<file path="config.mk">
export PLATFORM = sky130hd
export DESIGN_NAME = pwsr_top
export DESIGN_NICKNAME = d
export VERILOG_FILES = /design/src/design/pwsr_pkg.sv /design/src/design/pwsr_sync_if.sv /design/src/design/pwsr_top.sv /design/src/design/pwsr_sync.sv
export SDC_FILE = /design/constraint.sdc
export NUM_CORES = 1
export LEC_CHECK = 0
export ABC_AREA = 1
export BUFFER_PORTS_ARGS = -buffer_cell sky130_fd_sc_hd__buf_2
export CAP_MARGIN = 20
export CORE_ASPECT_RATIO = 2
export CORE_UTILIZATION = 47
export CTS_BUF_LIST = sky130_fd_sc_hd__clkbuf_16
export DETAILED_ROUTE_END_ITERATION = 12
export PLACE_DENSITY_LB_ADDON = 0.25
export SLEW_MARGIN = 10
export SYNTH_ARGS = -nofsm -noshare
export SYNTH_HDL_FRONTEND = slang
export SYNTH_HIERARCHICAL = 1
export SYNTH_SLANG_ARGS = --single-unit
</file>
<file path="constraint.sdc">
create_clock -name hclk -period 2.3 [get_ports hclk]
set_input_delay 0.23 -clock hclk [delete_from_list [all_inputs] [get_ports hclk]]
set_output_delay 0.23 -clock hclk [all_outputs]
set_load 0.01 [all_outputs]
</file>
<file path="src/design/pwsr_pkg.sv">
`default_nettype none

package pwsr_pkg;

    // ****************************************************************
    // Register map
    // ****************************************************************
    localparam logic [7:0] PWSR_CTL_OFF       = 8'h00;
    localparam logic [7:0] PWSR_STATUS_OFF    = 8'h04;
    localparam logic [7:0] PWSR_INT_STAT_OFF  = 8'h08;
    localparam logic [7:0] PWSR_INT_MASK_OFF  = 8'h0c;
    localparam logic [7:0] PWSR_WORD_MASK     = 8'hfc;

    // ****************************************************************
    // Field positions
    // ****************************************************************
    localparam int unsigned PWSR_NUM_PINS      = 4;
    localparam int unsigned PWSR_PIN_EN_BIT [PWSR_NUM_PINS] = '{8, 9, 13, 14};
    localparam int unsigned PWSR_LVD_BIT       = 2;
    localparam int unsigned PWSR_STB_BIT       = 1;
    localparam int unsigned PWSR_WAKE_BIT      = 0;
    localparam int unsigned PWSR_STB_CLR_BIT   = 3;
    localparam int unsigned PWSR_WAKE_CLR_BIT  = 2;
    localparam int unsigned PWSR_IRQ_WAKE      = 0;
    localparam int unsigned PWSR_IRQ_STB       = 1;
    localparam int unsigned PWSR_IRQ_LVD       = 2;
    localparam int unsigned PWSR_NUM_IRQ       = 3;

    // ****************************************************************
    // Reset values
    // ****************************************************************
    localparam logic [31:0] PWSR_STATUS_RST   = 32'h0000_0000;
    localparam logic [3:0]  PWSR_PIN_EN_RST   = 4'h0;
    localparam logic [2:0]  PWSR_INT_RST      = 3'h0;

    // ****************************************************************
    // Bus encodings
    // ****************************************************************
    localparam logic [2:0]  PWSR_HSIZE_HALF   = 3'h1;
    localparam logic [2:0]  PWSR_HSIZE_WORD   = 3'h2;
    localparam logic [1:0]  PWSR_LANES_NONE   = 2'h0;
    localparam logic [1:0]  PWSR_LANES_LO     = 2'h1;
    localparam logic [1:0]  PWSR_LANES_HI     = 2'h2;
    localparam logic [1:0]  PWSR_LANES_ALL    = 2'h3;

endpackage : pwsr_pkg

`default_nettype wire

</file>
<file path="src/design/pwsr_sync_if.sv">
`default_nettype none

interface pwsr_sync_if #(parameter int W = 5);
    logic [W-1:0] async_bits;
    logic [W-1:0] sync_bits;
    modport src  (output async_bits, input sync_bits);
    modport sync (input async_bits, output sync_bits);
endinterface : pwsr_sync_if

`default_nettype wire

</file>
<file path="src/design/pwsr_top.sv">
`default_nettype none

module pwsr_top
    import pwsr_pkg::*;
#(
    parameter int NUM_PINS = 4
)
(
    input  wire logic                hclk,
    input  wire logic                hresetn,
    input  wire logic                hsel,
    input  wire logic [31:0]         haddr,
    input  wire logic [1:0]          htrans,
    input  wire logic                hwrite,
    input  wire logic [2:0]          hsize,
    input  wire logic                hready,
    input  wire logic [31:0]         hwdata,
    output logic      [31:0]         hrdata,
    output logic                     hreadyout,
    output logic                     hresp,
    input  wire logic [NUM_PINS-1:0] wake_pin,
    input  wire logic                rtc_wake_evt,
    input  wire logic                lvd_comp_async,
    input  wire logic                standby_in,
    output logic      [NUM_PINS-1:0] wake_pin_pulldown_en,
    output logic                     lvd_run,
    output logic                     sys_wake,
    output logic                     irq
);

    if (NUM_PINS != PWSR_NUM_PINS)
    begin : g_bad_pins
        $error("pwsr_top serves exactly four wakeup pins");
    end

    // ****************************************************************
    // Input synchronisers
    // ****************************************************************
    pwsr_sync_if #(.W(NUM_PINS + 1)) sync_bus ();

    logic [NUM_PINS-1:0] pins_s;
    logic                lvd_s;

    assign sync_bus.async_bits = {lvd_comp_async, wake_pin};

    pwsr_sync #(.W(NUM_PINS + 1)) u_sync
    (
        .hclk    (hclk),
        .hresetn (hresetn),
        .port    (sync_bus.sync)
    );

    assign pins_s = sync_bus.sync_bits[NUM_PINS-1:0];
    assign lvd_s  = sync_bus.sync_bits[NUM_PINS];

    // ****************************************************************
    // Bus address phase capture
    // ****************************************************************
    logic        dp_valid_r;
    logic        dp_valid_nxt;
    logic        dp_write_r;
    logic        dp_write_nxt;
    logic [7:0]  dp_addr_r;
    logic [7:0]  dp_addr_nxt;
    logic [1:0]  dp_lanes_r;
    logic [1:0]  dp_lanes_nxt;
    logic        addr_ok;
    logic [1:0]  lanes;

    assign addr_ok = hsel && htrans[1] && hready;

    always_comb
    begin
        if (hsize == PWSR_HSIZE_WORD)
            lanes = PWSR_LANES_ALL;
        else if (hsize == PWSR_HSIZE_HALF)
            lanes = haddr[1] ? PWSR_LANES_HI : PWSR_LANES_LO;
        else
            lanes = PWSR_LANES_NONE;
        dp_valid_nxt = addr_ok;
        dp_write_nxt = addr_ok ? hwrite : dp_write_r;
        dp_addr_nxt  = addr_ok ? (haddr[7:0] & PWSR_WORD_MASK) : dp_addr_r;
        dp_lanes_nxt = addr_ok ? lanes : dp_lanes_r;
    end

    always_ff @(posedge hclk or negedge hresetn)
    begin
        if (!hresetn)
        begin
            dp_valid_r <= 1'b0;
            dp_write_r <= 1'b0;
            dp_addr_r  <= 8'h00;
            dp_lanes_r <= PWSR_LANES_NONE;
        end
        else
        begin
            dp_valid_r <= dp_valid_nxt;
            dp_write_r <= dp_write_nxt;
            dp_addr_r  <= dp_addr_nxt;
            dp_lanes_r <= dp_lanes_nxt;
        end
    end

    // ****************************************************************
    // Register state
    // ****************************************************************
    logic                     wr_lo;
    logic                     wr_ctl;
    logic                     wr_sts;
    logic                     wr_ist;
    logic                     wr_imk;
    logic                     clr_wake;
    logic                     clr_stb;
    logic [NUM_PINS-1:0]      gated;
    logic [NUM_PINS-1:0]      pin_evt;
    logic                     wake_evt;
    logic                     stb_evt;
    logic                     lvd_evt;
    logic [PWSR_NUM_IRQ-1:0]  evts;
    logic [NUM_PINS-1:0]      pin_en_r;
    logic [NUM_PINS-1:0]      pin_en_nxt;
    logic [NUM_PINS-1:0]      gated_prev_r;
    logic [NUM_PINS-1:0]      gated_prev_nxt;
    logic                     wake_flag_r;
    logic                     wake_flag_nxt;
    logic                     stb_flag_r;
    logic                     stb_flag_nxt;
    logic                     stb_prev_r;
    logic                     stb_prev_nxt;
    logic                     lvd_flag_r;
    logic                     lvd_flag_nxt;
    logic                     sys_wake_r;
    logic                     sys_wake_nxt;
    logic [PWSR_NUM_IRQ-1:0]  int_stat_r;
    logic [PWSR_NUM_IRQ-1:0]  int_stat_nxt;
    logic [PWSR_NUM_IRQ-1:0]  int_mask_r;
    logic [PWSR_NUM_IRQ-1:0]  int_mask_nxt;

    // Only the low half carries fields, so only a low-lane write has effect.
    assign wr_lo  = dp_valid_r && dp_write_r && dp_lanes_r[0];
    assign wr_ctl = wr_lo && (dp_addr_r == PWSR_CTL_OFF);
    assign wr_sts = wr_lo && (dp_addr_r == PWSR_STATUS_OFF);
    assign wr_ist = wr_lo && (dp_addr_r == PWSR_INT_STAT_OFF);
    assign wr_imk = wr_lo && (dp_addr_r == PWSR_INT_MASK_OFF);

    // standby clear on write of one
    assign clr_stb  = wr_ctl && hwdata[PWSR_STB_CLR_BIT];
    // wake clear on write of one
    assign clr_wake = wr_ctl && hwdata[PWSR_WAKE_CLR_BIT];

    always_comb
    begin
        gated          = pin_en_r & pins_s;
        pin_evt        = gated & ~gated_prev_r;
        gated_prev_nxt = gated;
        wake_evt       = (|pin_evt) || rtc_wake_evt;
        stb_evt        = standby_in && !stb_prev_r;
        stb_prev_nxt   = standby_in;
        lvd_flag_nxt   = standby_in ? lvd_flag_r : lvd_s;
        lvd_evt        = lvd_flag_nxt && !lvd_flag_r;
        // a new event wins over clear
        wake_flag_nxt  = wake_evt || (wake_flag_r && !clr_wake);
        stb_flag_nxt   = stb_evt || (stb_flag_r && !clr_stb);
        sys_wake_nxt   = wake_evt;
        pin_en_nxt     = pin_en_r;
        if (wr_sts)
        begin
            for (int i = 0; i < NUM_PINS; i++)
                pin_en_nxt[i] = hwdata[PWSR_PIN_EN_BIT[i]];
        end
        evts                  = '0;
        evts[PWSR_IRQ_WAKE]   = wake_evt;
        evts[PWSR_IRQ_STB]    = stb_evt;
        evts[PWSR_IRQ_LVD]    = lvd_evt;
        int_stat_nxt          = evts | (int_stat_r & ~(wr_ist ? hwdata[PWSR_NUM_IRQ-1:0] : PWSR_INT_RST));
        int_mask_nxt          = wr_imk ? hwdata[PWSR_NUM_IRQ-1:0] : int_mask_r;
    end

    always_ff @(posedge hclk or negedge hresetn)
    begin
        if (!hresetn)
        begin
            pin_en_r     <= PWSR_PIN_EN_RST;
            gated_prev_r <= '0;
            wake_flag_r  <= PWSR_STATUS_RST[PWSR_WAKE_BIT];
            stb_flag_r   <= PWSR_STATUS_RST[PWSR_STB_BIT];
            stb_prev_r   <= 1'b0;
            lvd_flag_r   <= PWSR_STATUS_RST[PWSR_LVD_BIT];
            sys_wake_r   <= 1'b0;
            int_stat_r   <= PWSR_INT_RST;
            int_mask_r   <= PWSR_INT_RST;
        end
        else
        begin
            pin_en_r     <= pin_en_nxt;
            gated_prev_r <= gated_prev_nxt;
            wake_flag_r  <= wake_flag_nxt;
            stb_flag_r   <= stb_flag_nxt;
            stb_prev_r   <= stb_prev_nxt;
            lvd_flag_r   <= lvd_flag_nxt;
            sys_wake_r   <= sys_wake_nxt;
            int_stat_r   <= int_stat_nxt;
            int_mask_r   <= int_mask_nxt;
        end
    end

    // ****************************************************************
    // Read data
    // ****************************************************************
    logic [31:0] hrdata_r;
    logic [31:0] hrdata_nxt;
    logic [31:0] rd_word;

    // Read data is taken from next values so a write just before is seen.
    always_comb
    begin
        rd_word = 32'h0000_0000;
        case (haddr[7:0] & PWSR_WORD_MASK)
            PWSR_STATUS_OFF:
            begin
                for (int i = 0; i < NUM_PINS; i++)
                    rd_word[PWSR_PIN_EN_BIT[i]] = pin_en_nxt[i];
                rd_word[PWSR_LVD_BIT]  = lvd_flag_nxt;
                rd_word[PWSR_STB_BIT]  = stb_flag_nxt;
                rd_word[PWSR_WAKE_BIT] = wake_flag_nxt;
            end
            PWSR_INT_STAT_OFF: rd_word[PWSR_NUM_IRQ-1:0] = int_stat_nxt;
            PWSR_INT_MASK_OFF: rd_word[PWSR_NUM_IRQ-1:0] = int_mask_nxt;
            default:           rd_word = 32'h0000_0000;
        endcase
        hrdata_nxt = (addr_ok && !hwrite) ? rd_word : hrdata_r;
    end

    always_ff @(posedge hclk or negedge hresetn)
    begin
        if (!hresetn)
            hrdata_r <= 32'h0000_0000;
        else
            hrdata_r <= hrdata_nxt;
    end

    // ****************************************************************
    // Outputs
    // ****************************************************************
    assign hrdata               = hrdata_r;
    assign hreadyout            = 1'b1;
    assign hresp                = 1'b0;
    assign wake_pin_pulldown_en = pin_en_r;
    assign lvd_run              = !standby_in;
    assign sys_wake             = sys_wake_r;
    assign irq                  = |(int_stat_r & int_mask_r);
endmodule : pwsr_top

`default_nettype wire

</file>
<file path="src/design/pwsr_sync.sv">
`default_nettype none

module pwsr_sync
    import pwsr_pkg::*;
#(
    parameter int W = 5
)
(
    input wire logic   hclk,
    input wire logic   hresetn,
    pwsr_sync_if.sync  port
);

    if (W < 1)
    begin : g_bad_width
        $error("pwsr_sync needs at least one bit");
    end

    logic [W-1:0] stage1_r;
    logic [W-1:0] stage1_nxt;
    logic [W-1:0] stage2_r;
    logic [W-1:0] stage2_nxt;

    // The first stage feeds only the second stage.
    always_comb
    begin
        stage1_nxt = port.async_bits;
        stage2_nxt = stage1_r;
    end

    always_ff @(posedge hclk or negedge hresetn)
    begin
        if (!hresetn)
        begin
            stage1_r <= '0;
            stage2_r <= '0;
        end
        else
        begin
            stage1_r <= stage1_nxt;
            stage2_r <= stage2_nxt;
        end
    end

    assign port.sync_bits = stage2_r;

endmodule : pwsr_sync

`default_nettype wire

</file>
==> flow_summary.json, run 1 <==
{
  "fin_nets": 347,
  "hold_viol": 0,
  "first_pass_iters": 5,
  "worstPathMaxFanout": 7,
  "seq_area_frac_synth_pct": 54.48,
  "cellPowerDensity_mw_per_mm2": 733.8,
  "antenna_found_initial": 0,
  "numPortBuffers": 44,
  "cts_tree": "done",
  "yosysWarnings": 6,
  "grt-ovfl-total": 0,
  "cp.required_ns": 2.48,
  "period_share_pct": 60.63,
  "synthesis.area_mm2": 0.002067,
  "grt_pass1_vias": 1394,
  "critPathSlowestCell": "dfrtp_1",
  "htreeDepth": 2,
  "rows": 33,
  "cts_buffers": 5,
  "critPathKind": "flip-flop to flip-flop",
  "vias_per_cell": 4.467,
  "syn_inst": 217,
  "dp_hpwl_um": 2638,
  "gp_congestion": 0.7864,
  "drtIter0Drc": 33,
  "end_kind": "flip-flop",
  "diodes": 0,
  "fin_util_pct": 57.34,
  "tns_ns": 0,
  "drv_slew": 0,
  "worst-path-buf-inv": 0,
  "wl_um": 3395,
  "ant_nets": 0,
  "worst_pin_slew_ns": 0.5356,
  "cp_slowest_stage_delay_ns": 0.39,
  "start_kind": "flip-flop",
  "clock_latency_ns": 0.28,
  "fmax_ghz": 0.7171,
  "cts_hold_buffers": 0,
  "syn_to_final_growth_pct": 15.68,
  "grt_max_degree": 46,
  "num_vias": 1425,
  "relSlewSlack_pct": 64.29,
  "fin_worst_skew_ns": 0.002834,
  "cts.sinks": 45,
  "die_y_um": 95.79,
  "yosys-top-cells-area": "dfrtp_1 54%, nand2_1 11%, buf_4 9.8%",
  "mostFrequentLayoutCells": "62 x nand2_1, 45 x dfrtp_1, 44 x buf_2, 27 x conb_1, 21 x inv_1",
  "hold_path_class": "primary input to asynchronous set/reset pin",
  "die-area_mm2": 0.004683,
  "setup_violations": 0,
  "avgSynthCellArea_um2": 9.525,
  "cpLargestDelayFamily": "simple AND/OR/NAND/NOR gates",
  "post-route-drc-count": 0,
  "post_cts_resized": 0,
  "holdWs_ns": 0.01380,
  "total_power_uw": 1755,
  "clk_path_buf_depth": 2,
  "grt_pass1_wl_um": 6092,
  "start_util_pct": 49.56,
  "total_leakage_power_uw": 0.001295,
  "ioPinCount": 122,
  "crit_arrival_ns": 1.57,
  "rsz0062_at_grt": "no",
  "crit_top_cell": "nand2_1",
  "layout-drive-gt1-share_pct": 26.97,
  "period_minus_slack_ns": 1.394,
  "path_clk_slew_ns": 0.06,
  "netlist.area_leader.share_pct": 54.48,
  "ir_worst_vdd_mv": 0.4743,
  "run_status": "complete, no violations",
  "synth-seq-cells": 45,
  "maxCapViolCount": 0,
  "final_common_cell": "nand2_1",
  "postCtsSetupBuffers": 0,
  "yosysTopAreaCell": "dfrtp_1",
  "fp.dieW_um": 48.89,
  "core_mm2": 0.004170,
  "cts_root_buffer": "clkbuf_16",
  "path_cells": "nor2_2, nand2_1, nor2_4, nand3_1, nand2_1, nand2_1, nand2_1, nand3_1, nand2_1, nand2_1",
  "yosysUniqueCellTypes": 29,
  "grt_usage_pct": 17.37,
  "post_drt_wl_per_cell_um": 10.64
}
==> metrics by stage <==
stage | setup slack, ns | instances | area (µm²)
6_report | 0.9056 | 319 | 2391
5_1_grt | 0.7046 | 319 | 2391
4_1_cts | 0.8833 | 319 | 2391
3_5_place_dp | 0.8997 | 311 | 2247
3_3_place_gp | 0.9033 | 311 | 2247
2_1_floorplan | 1.089 | 242 | 2161
==> final cells by class <==
| class | instances | area, µm² |
|---|---|---|
| Tap cell | 52 | 65.06 |
| Clock inverter | 3 | 18.77 |
| Clock buffer | 5 | 125.1 |
| Timing Repair Buffer | 45 | 227.7 |
| Fill cell | 404 | 1779 |
| Sequential cell | 45 | 1126 |
| Multi-Input combinational cell | 145 | 738.2 |
| Inverter | 24 | 90.09 |
==> flip-flops by register name, summed over array words and instances, names as in the netlist, 3 cells and up <==
signal                 flops
wake_pin_pulldown_en       4
int_mask_r                 3
u_sync/stage1_r            5
gated_prev_r               4
int_stat_r                 3
dp_addr_r                  6
u_sync/port.sync_bits      5
hrdata                     7
==> cell families after synthesis <==
kind of cell	count (synthesis)	synth area share (%)
other	2	0.3633
and+or+nand+nor	103	26.09
buffers and inverters	52	14.35
AOI/OAI and AO/OA	15	4.721
DFF	45	54.48
==> routing by layer <==
| metal | routed length, µm | part of all wire [%] | GRT usage (%) |
|---|---|---|---|
| met3 | 197 | 5.8 | 3.791 |
| met2 | 1750 | 52 | 29.51 |
| met5 | 0 | 0 | 0 |
| met1 | 1363 | 40 | 20.21 |
| met4 | 85 | 2.5 | 9.559 |
==> path summary, 6_finish.rpt <==
kind                                    start                        to  slack (ns)  depth (start not counted)
max                              dp_addr_r[5]                 hrdata[0]        0.91                         10
min                                   hresetn             int_mask_r[2]        0.01                          2
max reg2reg                      dp_addr_r[5]                 hrdata[0]        0.91                         10
min reg2reg                u_sync/stage1_r[4]  u_sync/port.sync_bits[4]        0.35                          0
max in group asynchronous             hresetn           gated_prev_r[2]        1.92                          2
min in group hclk                 wake_pin[1]        u_sync/stage1_r[1]        0.05                          1
==> where the power goes <==
| group | internal [µW] | total [µW] | switching [µW] |
|---|---|---|---|
| sequential | 844 | 873 | 28.4 |
| clock | 398 | 687 | 289 |
| combinational | 65.9 | 195 | 129 |
==> synth_stat cells <==
library cell	n
conb_1	2
nor3_4	1
nor2_4	4
o21a_1	1
a21oi_1	1
nand3_1	17
nor3_2	1
nand3b_1	1
nand3_2	2
o21ai_1	1
o22ai_1	1
nor2_8	1
dfrtp_1	45
o21ai_0	6
clkbuf_1	1
o21ai_2	1
a22o_1	4
nor2_2	2
nand2_4	2
inv_1	20
or2_1	1
or2_0	1
nand4_4	1
nor2_1	4
nand2_2	1
nand2_1	62
and2_1	2
buf_4	27
inv_2	4
==> worst register-to-register path: cells and delay by family (launching register included) <==
family,cells,cell delay (ns)
DFF,1,0.39
and+or+nand+nor,10,0.90
Note: power is estimated with default switching activity, not from simulation.
==> run 2, diff against run 1 <==
--- a/config.mk
+++ b/config.mk
@@ -9,7 +9,7 @@
 export BUFFER_PORTS_ARGS = -buffer_cell sky130_fd_sc_hd__buf_2
 export CAP_MARGIN = 20
 export CORE_ASPECT_RATIO = 2
-export CORE_UTILIZATION = 47
+export CORE_UTILIZATION = 43
 export CTS_BUF_LIST = sky130_fd_sc_hd__clkbuf_16
 export DETAILED_ROUTE_END_ITERATION = 12
 export PLACE_DENSITY_LB_ADDON = 0.25
==> constraint.sdc (replaced) <==
create_clock -name hclk -period 1.3 [get_ports hclk]
set_input_delay 0.13 -clock hclk [delete_from_list [all_inputs] [get_ports hclk]]
set_output_delay 0.13 -clock hclk [all_outputs]
set_load 0.01 [all_outputs]
==> flow_summary.json, run 2 (synthesized netlist as in run 1, its figures left out) <==
{
  "path_cells": "nor2_2, nand2_2, nor2_4, nand2_4, nand2_2, o21ai_2, nand2_1, nand3_2, nand2_1, nand2_1",
  "diodes": 0,
  "layout-drive-gt1-share_pct": 31.82,
  "fin_nets": 366,
  "die-area_mm2": 0.005105,
  "total_leakage_power_uw": 0.001400,
  "setup_violations": 7,
  "gp_congestion": 0.7578,
  "hold_viol": 0,
  "fin_cells": 341,
  "pre_cts_ws_ns": -0.1221,
  "mostFrequentLayoutCells": "59 x nand2_1, 45 x dfrtp_1, 44 x buf_2, 27 x conb_1, 20 x inv_1",
  "r2r_cells": 10,
  "end_kind": "flip-flop",
  "holdWs_ns": 0.06226,
  "grt_pass1_wl_um": 6044,
  "cts.sinks": 45,
  "ioPinCount": 122,
  "largest_reg_flops": 7,
  "dp_hpwl_um": 2837,
  "fmax_ghz": 0.7066,
  "r2r_start": "dp_addr_r[5]",
  "grt_pass1_vias": 1405,
  "rows": 35,
  "period_minus_slack_ns": 1.415,
  "ir_worst_vdd_mv": 0.9408,
  "fill_cells": 434,
  "maxCapViolCount": 0,
  "vias_per_cell": 4.393,
  "cts_buffers": 5,
  "period_share_pct": 108.9,
  "drv_slew": 0,
  "ant_nets": 0,
  "cp_slowest_stage_delay_ns": 0.39,
  "numPortBuffers": 44,
  "first_pass_iters": 4,
  "final_common_cell": "nand2_1",
  "num_vias": 1498,
  "crit_top_cell": "nand2_1",
  "critPathSlowestCell": "dfrtp_1",
  "grt_max_degree": 46,
  "cp.required_ns": 1.48,
  "htreeDepth": 2,
  "critPathKind": "flip-flop to flip-flop",
  "core_mm2": 0.004598,
  "violations": "setup timing",
  "min_path_cells": 3,
  "placed_cells": 325,
  "rsz0062_at_grt": "yes",
  "syn_to_final_growth_pct": 26.57,
  "start_util_pct": 44.95,
  "run_status": "finished, violations left",
  "total_power_uw": 3362,
  "grt-ovfl-total": 0,
  "cellPowerDensity_mw_per_mm2": 1285,
  "clock_latency_ns": 0.28,
  "cts_root_buffer": "clkbuf_16",
  "drtIter0Drc": 15,
  "fin_ws_ns": -0.1152,
  "fp.dieW_um": 51.03,
  "worstPathMaxFanout": 6,
  "wl_um": 3667,
  "startpoint": "dp_addr_r[5]",
  "clk_path_buf_depth": 2,
  "hold_path_class": "primary input to flip-flop",
  "path_clk_slew_ns": 0.06,
  "cts_tree": "done",
  "antenna_found_initial": 0,
  "grt_usage_pct": 16.17,
  "start_kind": "flip-flop",
  "post_drt_wl_per_cell_um": 10.75,
  "tns_ns": -0.3657,
  "hold_start": "haddr[5]",
  "fin_worst_skew_ns": 0.005749,
  "die_y_um": 100.1,
  "crit_arrival_ns": 1.59,
  "post-route-drc-count": 0
}
[run 2: cell count changes in the layout (fill, tap and decap cells not counted), sizes merged]
cell / previous run / this run
dlygate4sd3: 0 / 7
inv: 25 / 24
clkinv: 0 / 1
clkinvlp: 2 / 1
buf: 45 / 57
bufinv: 0 / 1
[run 2: final cells by class]
type                       instances  area, µm²  area share (%)
multi-input combinational        145      764.5           29.22
timing repair buffer              64      400.4           15.30
sequential                        45       1126           43.04
inverter                          24      90.09           3.443
clock buffer                       5      125.1           4.782
tap                               55      68.82           2.630
clock inverter                     3      41.29           1.578
[run 2: worst max-delay path, delay by kind of cell, from the launching register on]
| family | cells | cell delay (ns) |
|---|---|---|
| and+or+nand+nor | 9 | 0.86 |
| DFF | 1 | 0.39 |
| AOI/OAI and AO/OA | 1 | 0.05 |
[run 2: what timing repair did]
action                                  CTS  global route
resized for setup                         4             3
hold buffers                              7             0
pin swaps                                 2             5
hold endpoints to repair                 51             0
endpoints found under the setup margin    4            10
setup buffers                             0             1
[run 2: power breakdown]
part	switching (µW)	internal, µW
clock	501	899
sequential	48.5	1490
combinational	250	171
[run 2: final timing paths]
kind / endpoint / slack, ns
worst max-delay path: hrdata[0] / -0.12
min in group asynchronous: u_sync/port.sync_bits[1] / 0.35
worst min register to register: u_sync/port.sync_bits[4] / 0.35
worst max register to register: hrdata[0] / -0.12
max in group asynchronous: stb_prev_r / 0.73
worst min-delay path: dp_addr_r[5] / 0.06
[run 2: metrics by stage]
stage	util [%]	cell area, µm²
2_1_floorplan	-	2161
3_3_place_gp	51.02	2346
3_5_place_dp	51.02	2346
4_1_cts	56.49	2597
5_1_grt	56.90	2616
6_report	56.90	2616
[run 2: layer usage]
layer  up-vias  global-route usage (%)  wire, µm  share of wire, %
met5         -                       0         0                 0
met4         0                   8.120        57               1.6
met2        49                   28.44      2053                56
met3         4                   3.485       166               4.5
li1        756                       -         -                 -
met1       689                   17.65      1390                38
==> run 3, diff against run 2 <==
--- a/config.mk
+++ b/config.mk
@@ -6,12 +6,11 @@
 export NUM_CORES = 1
 export LEC_CHECK = 0
 export ABC_AREA = 1
-export BUFFER_PORTS_ARGS = -buffer_cell sky130_fd_sc_hd__buf_2
 export CAP_MARGIN = 20
 export CORE_ASPECT_RATIO = 2
-export CORE_UTILIZATION = 43
-export CTS_BUF_LIST = sky130_fd_sc_hd__clkbuf_16
+export CORE_UTILIZATION = 60
 export DETAILED_ROUTE_END_ITERATION = 12
+export DONT_BUFFER_PORTS = 1
 export PLACE_DENSITY_LB_ADDON = 0.25
 export SLEW_MARGIN = 10
 export SYNTH_ARGS = -nofsm -noshare
==> flow_summary.json, run 3 (synthesized netlist as in run 1, its figures left out) <==
{
  "run_status": "finished, violations left",
  "violations": "DRC, hold timing, setup timing",
  "reg2reg_slack_ns": -0.12,
  "p_switching_uw": 768.0,
  "cellPowerDensity_mw_per_mm2": 1322,
  "rows": 29,
  "diodes": 0,
  "period_minus_slack_ns": 1.419,
  "start_kind": "flip-flop",
  "worst-path-buf-inv": 1,
  "grt_max_degree": 46,
  "mostFrequentLayoutCells": "49 x nand2_1, 45 x dfrtp_1, 27 x conb_1, 20 x inv_1, 15 x nand3_1",
  "cts_hold_buffers": 13,
  "die_y_um": 85.01,
  "internal-power_uw": 2408,
  "grt_pass1_vias": 1352,
  "path_cells": "nor2_4, nand2_2, nor2_4, nand3b_1, nand3_1, nand2_1, inv_1, nand2_1, nand2_1, nand2_1",
  "fin_worst_skew_ns": 0.005682,
  "num_vias": 1414,
  "antenna_found_initial": 0,
  "post_drt_wl_per_cell_um": 13.45,
  "total_power_uw": 3176,
  "grt_usage_pct": 22.44,
  "pre_cts_ws_ns": -0.08578,
  "p_comb_share_pct": 11.9,
  "switching_share_pct": 24.18,
  "pwr-share-clk_pct": 39.3,
  "numPortBuffers": 0,
  "rsz0062_at_grt": "yes",
  "hold_path_end": "hrdata[0]",
  "hold_start": "hwrite",
  "ioPinCount": 122,
  "setup_violations": 7,
  "post-route-drc-count": 14,
  "die-area_mm2": 0.003698,
  "clock_latency_ns": 0.30,
  "layout-drive-gt1-share_pct": 22.13,
  "r2r_cells": 10,
  "worst-path-stages": 10,
  "drv_slew": 0,
  "p_seq_share_pct": 48.8,
  "period_share_pct": 109.1,
  "largest_reg_flops": 7,
  "vias_per_cell": 5.142,
  "first_pass_iters": 8,
  "fin_ws_ns": -0.1186,
  "cts_tree": "done",
  "hold_path_class": "primary input to flip-flop",
  "core_mm2": 0.003229,
  "ir_worst_vdd_mv": 1.063,
  "total_leakage_power_uw": 0.001234,
  "min_path_cells": 3,
  "cpLargestDelayFamily": "simple AND/OR/NAND/NOR gates",
  "end_kind": "flip-flop",
  "grt_pass1_wl_um": 5989,
  "cts.sinks": 45,
  "cp.required_ns": 1.49,
  "hold_viol": 2,
  "start_util_pct": 64.01,
  "wl_um": 3700,
  "crit_arrival_ns": 1.61,
  "grt-ovfl-total": 0,
  "cp_slowest_stage_delay_ns": 0.41,
  "critPathKind": "flip-flop to flip-flop",
  "htreeDepth": 2,
  "fp.dieW_um": 43.50,
  "fmax_ghz": 0.7049,
  "worst_r2r_endpoint": "hrdata[2]",
  "ant_nets": 0,
  "path_clk_slew_ns": 0.08,
  "worstPathMaxFanout": 6,
  "maxCapViolCount": 0,
  "fin_nets": 324,
  "holdWs_ns": -0.007287,
  "syn_to_final_growth_pct": 16.22,
  "drtIter0Drc": 44,
  "crit_top_cell": "nand2_1",
  "dp_hpwl_um": 2698,
  "cts_buffers": 5,
  "r2r_start": "dp_addr_r[5]",
  "clk_path_buf_depth": 2,
  "final_common_cell": "nand2_1",
  "cts_root_buffer": "clkbuf_8",
  "gp_congestion": 0.8337,
  "critPathSlowestCell": "dfrtp_1"
}
## run 3: changes by cell type in the layout (fill, tap and decap cells not counted), sizes merged
| cell | delta |
|---|---|
| buf | -47 |
| dlygate4sd3 | +5 |
| bufinv | +1 |
| clkinv | -1 |
| clkinvlp | -1 |
| inv | +1 |
## run 3: what timing repair did
item,4_1_cts,5_1_grt
hold endpoints to repair,60,1
pin swaps,0,5
gates cloned,0,0
setup buffers,1,0
gates resized for setup,3,17
endpoints found under the setup margin,7,8
## run 3: worst max path at each step
stage | from | to | slack (ns)
floorplan | dp_addr_r[5] | hrdata[0] | 0.09
global placement | dp_addr_r[5] | hrdata[1] | -0.04
detailed placement | dp_addr_r[5] | hrdata[1] | -0.09
CTS | dp_addr_r[5] | hrdata[1] | -0.11
global route | dp_addr_r[5] | hrdata[2] | -0.23
finish | dp_addr_r[5] | hrdata[2] | -0.12
## run 3: per-layer routing
| metal | vias to the layer above | wire [µm] | track usage [%] |
|---|---|---|---|
| met1 | 662 | 1352 | 24.78 |
| met4 | 0 | 133 | 12.50 |
| met5 | - | 0 | 0 |
| met2 | 69 | 1970 | 37.47 |
| met3 | 10 | 244 | 6.383 |
| li1 | 673 | - | - |
## run 3: cell type report
type / instances / area (µm²)
sequential: 45 / 1126
fill: 249 / 827.0
multi-input combinational: 145 / 798.3
timing repair buffer: 22 / 211.5
inverter: 24 / 90.09
clock buffer: 5 / 68.82
clock inverter: 3 / 68.82
tap: 31 / 38.79
## run 3: stage by stage
stage	cell area [µm²]	utilization [%]	std cells	setup TNS (ns)
after CTS	2349	72.72	275	-0.5108
after floorplan	2161	-	242	0
after global placement	2053	63.58	253	-0.08405
after global routing	2402	74.39	275	-1.045
after detailed placement	2053	63.58	253	-0.2385
final	2402	74.39	275	-0.4360
## run 3: power groups by stage
stage / Clock, µW / Sequential (µW) / Combinational [µW]
2_1_floorplan: 0 / 1570 / 266
3_3_place_gp: 0 / 1570 / 270
5_1_grt: 1340 / 1560 / 423
4_1_cts: 1280 / 1550 / 358
6_report: 1250 / 1550 / 378
3_5_place_dp: 0 / 1570 / 278
## run 3: worst min-delay path, stage by stage
cell and delay [ns]:
nor2_8 0.03, nand2_1 0.06, nand2_1 0.04
